File: src/fsc_pkg.sv
// package for the flash security control block: offsets, field positions, codes
// assumes an 8-bit core special function register port and external-data bus
package fsc_pkg;
    // register addresses
    localparam logic [7:0]  FSC_FLASH_CONTROL_ADDR = 8'hb2;
    localparam logic [15:0] FSC_BURN_PULSE_ADDR    = 16'hffd1;
    localparam logic [15:0] FSC_SETUP_KEY_ADDR     = 16'hffd2;
    localparam logic [15:0] FSC_SEC_STATUS_ADDR    = 16'hffd7;
    localparam logic [15:0] FSC_XSFR_BASE          = 16'hfc00;
    // flash control fields
    localparam int FSC_PWE_BIT    = 0;
    localparam int FSC_MEEN_BIT   = 1;
    localparam int FSC_SECURE_BIT = 6;
    // security register fields
    localparam int FSC_PERM_BIT   = 7;
    localparam int FSC_PIN_BIT    = 5;
    localparam int FSC_FUSE1_BIT  = 1;
    localparam int FSC_FUSE0_BIT  = 0;
    // codes
    localparam logic [7:0] FSC_BURN_CODE  = 8'ha6;
    localparam logic [7:0] FSC_SETUP_CODE = 8'h54;
    // reset values
    localparam logic [7:0] FSC_REG_RESET  = 8'h00;

    // one processor access, carried as a group
    typedef struct packed {
        logic        sfr_wr;     // direct-space write strobe
        logic        sfr_rd;     // direct-space read strobe
        logic [7:0]  sfr_addr;   // direct-space address
        logic        xd_wr;      // external-data write (pointer store)
        logic        xd_rd;      // external-data read
        logic [15:0] xd_addr;    // external-data address
        logic [7:0]  wdata;      // write data
    } fsc_cpu_req_t;

    // flash port commands seen by the memory macro
    typedef struct packed {
        logic        wr;         // byte program pulse
        logic [15:0] addr;       // program address
        logic [7:0]  data;       // program byte
    } fsc_flash_wr_t;
endpackage

File: src/fsc_top.sv
// flash security control: program-write gate, mass erase, code protect, fuse burn control
// assumes core strobes are one-cycle pulses synchronous to clk; fuse levels come from the macro
module fsc_top #(
    parameter int PAGE_BITS = 9  // byte address bits within one flash page
) (
    input  wire logic                  clk,               // core clock, 40 MHz
    input  wire logic                  sys_rst,           // synchronous reset, active high
    input  wire fsc_pkg::fsc_cpu_req_t cpu_req,           // processor access group
    input  wire logic                  irq_enabled,       // processor global interrupt enable
    input  wire logic                  debug_read_req,    // debug interface read attempt
    input  wire logic                  debug_page0_wr,    // debug interface page-zero write
    input  wire logic                  sec_request_pin,   // security-request pin level
    input  wire logic                  fuse0_blown,       // code-protect fuse state
    input  wire logic                  fuse1_blown,       // debug-disable fuse state
    output logic [7:0]                 rdata,             // register read data
    output logic                       rdata_valid,       // read data valid pulse
    output fsc_pkg::fsc_flash_wr_t     flash_wr,          // flash byte program port
    output logic                       xram_wr,           // store goes to data RAM
    output logic                       mass_erase_armed,  // mass erase permitted until a write or reset clears the enable bit
    output logic                       code_protect,      // code-protect flag
    output logic                       ext_read_block,    // deny external reads
    output logic                       burn_active,       // fuse burn in progress
    output logic [1:0]                 burn_select,       // fuse chosen: bit0 mode0, bit1 mode1
    output logic                       perm_program,      // permanent programming enabled
    output logic                       debug_disable      // debug interface off for good
);
    import fsc_pkg::*;

    logic       pwe_q, pwe_d, meen_q, meen_d, secure_q, secure_d;
    logic       armed_q, armed_d, perm_q, perm_d, burn_q, burn_d;
    logic [1:0] sel_q, sel_d;
    logic       pin_s1_q, pin_s2_q;
    logic       dbg_off_q, dbg_off_d;
    logic       ctl_wr, pulse_wr, key_wr, sec_wr, page0, flash_store;
    logic [7:0] rdata_d;
    logic       rvalid_d;
    fsc_flash_wr_t fw_d;
    logic       xram_d, block_d;

    // address decode; extra registers live only in the top external-data area
    always_comb begin
        ctl_wr   = cpu_req.sfr_wr && cpu_req.sfr_addr == FSC_FLASH_CONTROL_ADDR;
        pulse_wr = cpu_req.xd_wr && cpu_req.xd_addr >= FSC_XSFR_BASE
                   && cpu_req.xd_addr == FSC_BURN_PULSE_ADDR;
        key_wr   = cpu_req.xd_wr && cpu_req.xd_addr == FSC_SETUP_KEY_ADDR;
        sec_wr   = cpu_req.xd_wr && cpu_req.xd_addr == FSC_SEC_STATUS_ADDR;
        page0    = cpu_req.xd_addr[15:PAGE_BITS] == '0;
        // stores into register space never reach flash or RAM
        flash_store = cpu_req.xd_wr && pwe_q && cpu_req.xd_addr < FSC_XSFR_BASE;
    end

    // flash control flags
    always_comb begin
        pwe_d    = pwe_q;
        meen_d   = meen_q;
        secure_d = secure_q;
        if (flash_store) begin
            pwe_d = 1'b0;
        end
        if (ctl_wr) begin
            if (!irq_enabled) begin
                pwe_d = cpu_req.wdata[FSC_PWE_BIT];
            end
            meen_d = cpu_req.wdata[FSC_MEEN_BIT];
            if (cpu_req.wdata[FSC_SECURE_BIT]) begin
                secure_d = 1'b1;
            end
        end
    end

    always_ff @(posedge clk) begin
        if (sys_rst) begin
            pwe_q    <= 1'b0;
            meen_q   <= 1'b0;
            secure_q <= 1'b0;
        end else begin
            pwe_q    <= pwe_d;
            meen_q   <= meen_d;
            secure_q <= secure_d;
        end
    end

    // fuse burn control; burn only runs once the setup code armed it
    always_comb begin
        armed_d = armed_q;
        perm_d  = perm_q;
        burn_d  = burn_q;
        sel_d   = sel_q;
        if (key_wr) begin
            armed_d = cpu_req.wdata == FSC_SETUP_CODE;
        end
        if (sec_wr) begin
            perm_d = cpu_req.wdata[FSC_PERM_BIT];
            sel_d  = {cpu_req.wdata[FSC_FUSE1_BIT], cpu_req.wdata[FSC_FUSE0_BIT]};
        end
        if (pulse_wr) begin
            // only one mode at a time may burn; both selected counts as none
            burn_d = cpu_req.wdata == FSC_BURN_CODE && armed_q && perm_q
                     && ^sel_q;
        end
    end

    always_ff @(posedge clk) begin
        if (sys_rst) begin
            armed_q <= 1'b0;
            perm_q  <= 1'b0;
            burn_q  <= 1'b0;
            sel_q   <= 2'h0;
        end else begin
            armed_q <= armed_d;
            perm_q  <= perm_d;
            burn_q  <= burn_d;
            sel_q   <= sel_d;
        end
    end

    // request pin synchroniser; first stage feeds only the second
    always_ff @(posedge clk) begin
        pin_s1_q <= sec_request_pin;
        pin_s2_q <= pin_s1_q;
    end

    // debug-disable fuse sampled while reset is held, then frozen
    always_comb begin
        dbg_off_d = dbg_off_q;
        if (sys_rst) begin
            dbg_off_d = fuse1_blown;
        end
    end

    always_ff @(posedge clk) begin
        dbg_off_q <= dbg_off_d;
    end

    // read mux; unimplemented addresses answer zero (undefined to software)
    always_comb begin
        rdata_d  = 8'h00;
        rvalid_d = cpu_req.sfr_rd || (cpu_req.xd_rd && cpu_req.xd_addr >= FSC_XSFR_BASE);
        if (cpu_req.sfr_rd && cpu_req.sfr_addr == FSC_FLASH_CONTROL_ADDR) begin
            rdata_d[FSC_PWE_BIT]    = pwe_q;
            rdata_d[FSC_SECURE_BIT] = secure_q;
        end else if (cpu_req.xd_rd && cpu_req.xd_addr == FSC_SEC_STATUS_ADDR) begin
            rdata_d[FSC_PIN_BIT]   = pin_s2_q;
            rdata_d[FSC_FUSE1_BIT] = fuse1_blown;
            rdata_d[FSC_FUSE0_BIT] = fuse0_blown;
        end
    end

    // flash/RAM steering and protection outputs
    always_comb begin
        fw_d.wr   = flash_store && !(secure_q && page0);
        fw_d.addr = cpu_req.xd_addr;
        fw_d.data = cpu_req.wdata;
        xram_d    = cpu_req.xd_wr && !pwe_q && cpu_req.xd_addr < FSC_XSFR_BASE;
        block_d   = secure_q && (debug_read_req || debug_page0_wr);
    end

    // all outputs registered; flash write lands one cycle after the store
    always_ff @(posedge clk) begin
        if (sys_rst) begin
            rdata            <= FSC_REG_RESET;
            rdata_valid      <= 1'b0;
            flash_wr         <= '0;
            xram_wr          <= 1'b0;
            mass_erase_armed <= 1'b0;
            code_protect     <= 1'b0;
            ext_read_block   <= 1'b0;
            burn_active      <= 1'b0;
            burn_select      <= 2'h0;
            perm_program     <= 1'b0;
            debug_disable    <= 1'b0;
        end else begin
            rdata            <= rdata_d;
            rdata_valid      <= rvalid_d;
            flash_wr         <= fw_d;
            xram_wr          <= xram_d;
            mass_erase_armed <= meen_q;
            code_protect     <= secure_q;
            ext_read_block   <= block_d;
            burn_active      <= burn_q;
            burn_select      <= sel_q;
            perm_program     <= perm_q;
            debug_disable    <= dbg_off_q;
        end
    end
endmodule

File: config.mk
export PLATFORM = sky130hd
export DESIGN_NAME = fsc_top
export DESIGN_NICKNAME = d
export VERILOG_FILES = /design/src/fsc_pkg.sv /design/src/fsc_top.sv
export SDC_FILE = /design/constraint.sdc
export NUM_CORES = 1
export LEC_CHECK = 0
export BUFFER_PORTS_ARGS = -buffer_cell sky130_fd_sc_hd__buf_2
export CORE_ASPECT_RATIO = 1.4
export CORE_MARGIN = 2
export CORE_UTILIZATION = 47
export CTS_CLUSTER_DIAMETER = 30
export CTS_CLUSTER_SIZE = 10
export DETAILED_ROUTE_END_ITERATION = 10
export GPL_TIMING_DRIVEN = 0
export MAX_ROUTING_LAYER = met4
export PLACE_DENSITY = 0.82
export RECOVER_POWER = 50
export SLEW_MARGIN = 20
export SYNTH_ARGS = -nofsm -noshare
export SYNTH_HDL_FRONTEND = slang
export SYNTH_SLANG_ARGS = --single-unit
File: constraint.sdc
create_clock -name clk -period 3.1 [get_ports clk]
set_input_delay 0.155 -clock clk [delete_from_list [all_inputs] [get_ports clk]]
set_output_delay 0.155 -clock clk [all_outputs]
set_load 0.01 [all_outputs]
==> flow_summary.ini, run 1 <==
[logic_synthesis]
synth_area_sq_um = 1680
synth_top_area_share_pct = 58.5
synthSimpleGateAreaFrac_pct = 30.1
synth_top_family_by_area = simple AND/OR/NAND/NOR gates
syn_inst = 148
synth-seq-cells = 50
synth-xor-area-share_pct = 0.522
synth_area_per_cell_sq_um = 11.3
synth_area_leaders = dfxtp_1 59%, nor2b_1 12%, mux2_2 2.7%, buf_4 1.8%, edfxtp_1 1.8%
synthAdderAreaFrac_pct = 0
synth_cell_type_count = 37
synth_compound_area_share_pct = 1.94
yosysTopAreaCell = dfxtp_1
ys.flop_type = dfxtp_1
ys_async_sr_fraction_pct = 0
synthMuxAreaShare_pct = 3.96
synth_edf_count = 1
yosys_warnings = 0
yosysSeqAreaShare_pct = 60.3

[timing]
period_minus_slack_ns = 1.27
min_period_over_period_pct = 41.0
final_hold_viol_count = 0
max_freq_ghz = 0.786
grt_setup_unrepaired = false
setup_slack_ns = 1.83
tns_ns = 0
setup_viol = 0
fin_skew_ns = 0.0103
finalMaxSlewViolations = 0
hold_slack_ns = 0.0445

[layout]
final_cell_mix = 52 x buf_2, 49 x dfxtp_1, 35 x clkbuf_1
nNetsFinal = 285
final_common_cell = buf_2
antennaDiodeCount = 0
area_growth_syn_to_layout_pct = 31.4
drive_gt1_share_pct = 30.2

[cts]
cts_htree_levels = 2
cts_sinks = 50
clk_latency_ns = 0.30
cts_buffers = 5
clk_pin_slew_ns = 0.09
cts_root_buf = clkbuf_8
cts_buffer_depth = 2
cts_setup_buffers = 0
cts_tree = built

[place]
pre_cts_slack_ns = 1.62
dp_hpwl_microns = 2900
gp_congestion = 0.687
io_buffers = 82

[floorplanning]
die_w_microns = 54.5
coreArea_sq_um = 3410
dieArea_sq_um = 4070
dieHeight_microns = 74.7
rows = 25
initial_core_util_pct = 49.2
ios = 87

[worst_setup_path]
r2r-start = secure_q
cp_max_fo = 2
crit_arrival_ns = 1.45
cp-start-kind = flop
endpoint_kind = flop
timing.rr.end = flash_wr[24]
r2r_setup_slack_ns = 1.83
reg2reg_depth = 3
critical_path_class = reg2reg
worstPathRequired_ns = 3.28

[grt]
first_global_vias = 1321
grt_overflow_total = 0
grt_pass1_wl_microns = 5620
antenna_found_initial = 0
grt_max_degree = 16
grtUsageTotal_pct = 19.9

[detailed_routing]
dr.pass1.iters = 4
drcViolationCount = 0
wl_per_cell_microns = 13.2
ant_nets = 0
wl_microns = 3720
via_count = 1373
drtIter0Drc = 31
vias_per_cell = 4.87

[job]
maxCapViolations = 0

[hold_path]
min_delay_path_depth = 1
min-delay-start = fuse1_blown
hold_path_class = in2reg
min_to = dbg_off_q

[run_status]
status = complete, no violations

[pwr]
power_leakage_nw = 0.971
power_density_nw_per_um2 = 515
vdd_drop_max_mv = 0.471
-- power by group --
part           leakage (nW)  total (mW)  switching [mW]  internal (mW)
Combinational         0.514       0.103          0.0546         0.0480
Sequential            0.413       0.670         0.00497          0.665
Clock                0.0450       0.361           0.204          0.157
-- routing by layer --
layer	vias up	share of wire [%]	global-route usage [%]
met5	-	0	-
met4	0	1.6	7.50
met3	6	7.9	6.15
met2	54	54	35.1
met1	633	37	19.8
li1	680	-	-
-- registers in the layout, summed over array words and instances, names as in the netlist, 2 cells and up --
register / cells
sel_q: 2
flash_wr: 25
rdata: 4
burn_select: 2
-- cell usage after synthesis (all sizes together) (2+ instances only) --
cell and number:
clkbuf 4, nor2 8, nand2 5, nand4 4, o21ai 2, buf 4
nor2b 31, nor4b 4, and3 3, nor4 2, mux2 5, nor3 3
a21oi 3, dfxtp 49, nand4b 2, nand3 4
-- worst max path at each step --
stage	start	to	depth (start not counted)	slack [ns]
2_1_floorplan	cpu_req[11]	armed_q	4	1.83
3_3_place_gp	cpu_req[11]	armed_q	5	1.62
3_5_place_dp	cpu_req[11]	armed_q	5	1.62
4_1_cts	secure_q	flash_wr[24]	3	1.84
5_1_grt	cpu_req[21]	rdata[1]	5	1.78
6_report	secure_q	flash_wr[24]	3	1.83
-- stage by stage --
step	cell area (sq um)	util [%]	std cells	power, mW
final	2200	64.6	282	1.13
after global routing	2200	64.6	282	1.18
after CTS	2240	65.7	282	1.14
after detailed placement	2150	63.0	273	0.791
after global placement	2150	63.0	273	0.788
after floorplan	1690	-	151	0.730
-- cells by family after synthesis --
kind of cell | Yosys count
AND/OR/NAND/NOR | 75
flip-flops | 50
buffers and inverters | 9
AO/OA/AOI/OAI | 6
multiplexers | 6
XOR/XNOR | 1
other | 1
-- layout make-up --
class | count | area [sq um]
clock inverter | 2 | 10.0
clock buffer | 6 | 72.6
timing repair buffer | 83 | 383
fill | 305 | 1210
tap | 40 | 50.0
multi-input combinational | 92 | 628
buffer | 8 | 45.0
inverter | 1 | 3.75
sequential | 50 | 1010
-- timing repair --
item                                   4_1_cts  5_1_grt
endpoints found under the hold margin        1        0
resized for setup                            0        0
hold buffers                                 1        0
-- worst max-delay path, stage by stage, from the launching register on --
cell and delay [ns]:
dfxtp_1 0.34, or4b_2 0.57, o21ai_0 0.18, nor3_1 0.06
No activity file was read; power rests on OpenSTA's default activity.
==> run 2: changes to the inputs <==
Settings changed: CORE_UTILIZATION 47 to 44, PLACE_DENSITY 0.82 to 0.77.
Clock period 3.1 ns to 1.3 ns, I/O delays scaled along.
==> flow_summary.ini, run 2 (same netlist as run 1, synthesis figures left out) <==
[run_status]
status = complete, no violations

[worst_setup_path]
cp_cell_sequence = or4b_2, o21ai_0, nor3_1
crit_buf_inv = 0
crit_arrival_ns = 1.44
cp-start-kind = flop
r2r-start = secure_q
worstPathRequired_ns = 1.47
cp_max_fo = 2
critical_path_class = reg2reg
endpoint_kind = flop
crit_family = simple AND/OR/NAND/NOR gates
crit_slowest_cell = or4b_2
crit_path_max_incr_delay_ns = 0.57
startpoint = secure_q

[place]
dp_hpwl_microns = 2800
gp_congestion = 0.740
io_buffers = 82
postPlaceCellArea_sq_um = 2150
pre_cts_slack_ns = -0.113
dp_cells = 275

[timing]
period_minus_slack_ns = 1.27
setup_viol = 0
grt_setup_unrepaired = false
final_hold_viol_count = 0
min_period_over_period_pct = 97.9
max_freq_ghz = 0.786
setup_slack_ns = 0.0271
finalMaxSlewViolations = 0
fin_skew_ns = 0.00285
tns_ns = 0

[floorplanning]
initial_core_util_pct = 46.0
coreArea_sq_um = 3640
ios = 87
dieHeight_microns = 77.0
rows = 26
dieArea_sq_um = 4330
die_w_microns = 56.2

[layout]
drive_gt1_share_pct = 28.7
fin_area_sq_um = 2350
n_fill_cell = 331
top_regs = flash_wr (25), rdata (4)
area_growth_syn_to_layout_pct = 40.4
nNetsFinal = 294
fin_cells = 293
final_cell_mix = 50 x buf_2, 49 x dfxtp_1, 36 x clkbuf_1
largest_register = flash_wr
final_common_cell = buf_2
largest_reg_flops = 25
antennaDiodeCount = 0

[cts]
cts_buffers = 5
cts_sinks = 50
ctsResizeCount = 0
cts_htree_levels = 2
cts_buffer_depth = 2
cts_root_buf = clkbuf_8
cts_tree = built
clk_latency_ns = 0.29
clk_pin_slew_ns = 0.09
cts_setup_buffers = 0

[hold_path]
hold_path_class = in2reg
min-delay-start = cpu_req[17]

[detailed_routing]
vias_per_cell = 4.74
wl_per_cell_microns = 12.8
dr.pass1.iters = 6
ant_nets = 0
wl_microns = 3750
drtIter0Drc = 41
via_count = 1390
drcViolationCount = 0

[pwr]
power_leakage_nw = 1.03
power_density_nw_per_um2 = 1340
vdd_drop_max_mv = 1.08
p_total_mw = 3.16

[grt]
antenna_found_initial = 0
grt_overflow_total = 0
grtUsageTotal_pct = 18.3
grt_max_degree = 16
grt_pass1_wl_microns = 6060
first_global_vias = 1415

[job]
maxCapViolations = 0
## run 2: cell count changes in the layout (fill, tap and decap cells not counted)
cell           before  now
dlygate4sd3_1       1   10
buf_2              52   50
bufinv_16           0    2
clkinv_2            2    0
clkbuf_1           35   36
clkbuf_8            5    6
## run 2: stage by stage
stage,hold slack [ns],util (%)
6_report,0.00868,64.6
4_1_cts,0.00152,65.4
3_3_place_gp,0.170,59.0
3_5_place_dp,0.170,59.0
5_1_grt,0.00935,64.6
2_1_floorplan,0.0927,-
## run 2: what timing repair did
item / CTS / global route
hold buffers: 9 / 1
hold endpoints to repair: 8 / 1
endpoints found under the setup margin: 0 / 0
## run 2: path summary, 6_finish.rpt
path	to	slack [ns]	cells after the start
setup / recovery	flash_wr[24]	0.03	3
hold / removal	flash_wr[17]	0.009	2
setup reg to reg	flash_wr[24]	0.03	3
hold reg to reg	pin_s2_q	0.34	0
## run 2: cell type report
class	instances	area, sq um	area share [%]
Buffer	8	45.0	1.91
Clock buffer	6	82.6	3.51
Clock inverter	2	60.1	2.55
Inverter	1	3.75	0.159
Multi-Input combinational cell	92	628	26.7
Sequential cell	50	1010	43.0
Tap cell	42	52.6	2.23
Timing Repair Buffer	92	470	20.0
## run 2: routing by layer
layer,share of wire (%),wire length [microns],vias up,GRT usage [%]
li1,-,-,699,-
met5,0,0,-,-
met3,6.0,225,4,4.89
met1,39,1450,634,19.1
met2,54,2040,53,32.4
met4,1.2,44,0,7.14
## run 2: power breakdown
part / switching, mW / internal, mW / leakage (nW)
sequential: 0.0110 / 1.59 / 0.413
clock: 0.481 / 0.820 / 0.0714
combinational: 0.135 / 0.130 / 0.548
total: 0.627 / 2.54 / 1.03
==> run 3: changes to the inputs <==
Settings changed: CORE_MARGIN 2 to 3, CORE_UTILIZATION 44 to 47, PLACE_DENSITY 0.77 to 0.82, RECOVER_POWER 50 to not set.
Clock period 1.3 ns to 1.5 ns, I/O delays scaled along.
==> flow_summary.ini, run 3 (same netlist as run 1, synthesis figures left out) <==
[worst_setup_path]
cp_max_fo = 2
critical_path_class = reg2reg
reg2reg_depth = 3
worstPathRequired_ns = 1.68
cp_cell_sequence = or4b_2, o21ai_0, nor3_1
r2r-start = secure_q
timing.rr.end = flash_wr[24]
r2r_setup_slack_ns = 0.24
crit_slowest_cell = or4b_2
cp-start-kind = flop
crit_arrival_ns = 1.43
endpoint_kind = flop
crit_buf_inv = 0
crit_path_max_incr_delay_ns = 0.58
crit_family = simple AND/OR/NAND/NOR gates

[place]
io_buffers = 82
pre_cts_slack_ns = 0.0951
dp_hpwl_microns = 2880
gp_congestion = 0.732

[floorplanning]
dieHeight_microns = 76.7
rows = 25
dieArea_sq_um = 4330
coreArea_sq_um = 3410
die_w_microns = 56.5
initial_core_util_pct = 49.2
ios = 87

[layout]
antennaDiodeCount = 0
largest_register = flash_wr
area_growth_syn_to_layout_pct = 38.4
nNetsFinal = 293
drive_gt1_share_pct = 41.2
final_cell_mix = 82 x buf_2, 49 x dfxtp_1, 31 x nor2b_1
fin_util_pct = 68.1
top_regs = flash_wr (25), rdata (4)
largest_reg_flops = 25
final_common_cell = buf_2
n_fill_cell = 285

[detailed_routing]
ant_nets = 0
via_count = 1380
dr.pass1.iters = 4
wl_per_cell_microns = 13.1
vias_per_cell = 4.76
drtIter0Drc = 19
wl_microns = 3800
drcViolationCount = 0

[cts]
cts_buffers = 5
clk_latency_ns = 0.30
cts_htree_levels = 2
ctsResizeCount = 0
cts_buffer_depth = 2
cts_tree = built
cts_setup_buffers = 0
cts_root_buf = clkbuf_8
clk_pin_slew_ns = 0.08
cts_hold_buf = 9
cts_sinks = 50

[timing]
grt_setup_unrepaired = false
max_freq_ghz = 0.794
hold_slack_ns = 0.00631
setup_viol = 0
min_period_over_period_pct = 83.9
tns_ns = 0
final_hold_viol_count = 0
fin_skew_ns = 0.000941
setup_slack_ns = 0.241
finalMaxSlewViolations = 0
period_minus_slack_ns = 1.26

[grt]
grt_max_degree = 16
grt_overflow_total = 0
grtUsageTotal_pct = 18.8
grt_pass1_wl_microns = 6080
first_global_vias = 1291
antenna_found_initial = 0

[job]
maxCapViolations = 0

[pwr]
vdd_drop_max_mv = 1.11
power_leakage_nw = 1.12
power_density_nw_per_um2 = 1020

[hold_path]
min-delay-start = cpu_req[11]
hold_path_class = in2reg
min_delay_path_depth = 2
min_to = flash_wr[11]

[run_status]
status = complete, no violations
[run 3: metal layers]
| layer | global-route usage (%) | part of all wire (%) | up-vias |
|---|---|---|---|
| li1 | - | - | 701 |
| met4 | 7.84 | 1.7 | 0 |
| met3 | 6.23 | 7.9 | 6 |
| met5 | - | 0 | - |
| met2 | 31.4 | 50 | 61 |
| met1 | 20.0 | 40 | 612 |
[run 3: area by class of cell]
cell class	instances	area, sq um	share of cell area [%]
clock buffers	6	72.6	3.13
flip-flops and latches	50	1010	43.6
inverters	1	3.75	0.162
repair buffers	91	500	21.6
multi-input cells	92	628	27.1
well taps	40	50.0	2.16
plain buffers	8	45.0	1.94
clock inverters	2	10.0	0.431
[run 3: worst max path at each step]
stage / startpoint / endpoint / slack (ns) / cells after the start
final: secure_q / flash_wr[24] / 0.24 / 3
after global routing: secure_q / flash_wr[24] / 0.16 / 3
after CTS: secure_q / flash_wr[24] / 0.24 / 3
after detailed placement: cpu_req[11] / armed_q / 0.1 / 5
after global placement: cpu_req[11] / armed_q / 0.1 / 5
after floorplan: cpu_req[11] / armed_q / 0.31 / 4
[run 3: worst register-to-register path, stage by stage, from the launching register on]
cell,delay (ns)
dfxtp_1,0.33
or4b_2,0.58
o21ai_0,0.17
nor3_1,0.06
[run 3: where the power goes]
group | total, mW | internal (mW) | switching (mW) | leakage, nW
registers | 1.38 | 1.37 | 0.00888 | 0.413
clock network | 0.738 | 0.324 | 0.415 | 0.0450
logic | 0.236 | 0.120 | 0.116 | 0.664
total | 2.36 | 1.82 | 0.540 | 1.12
[run 3: through the flow]
stage                     total power [mW]  cell area [sq um]  cells
after detailed placement              1.63               2150    273
after floorplan                       1.51               1690    151
after CTS                             2.38               2320    290
after global placement                1.63               2150    273
after global routing                  2.45               2320    290
final                                 2.36               2320    290
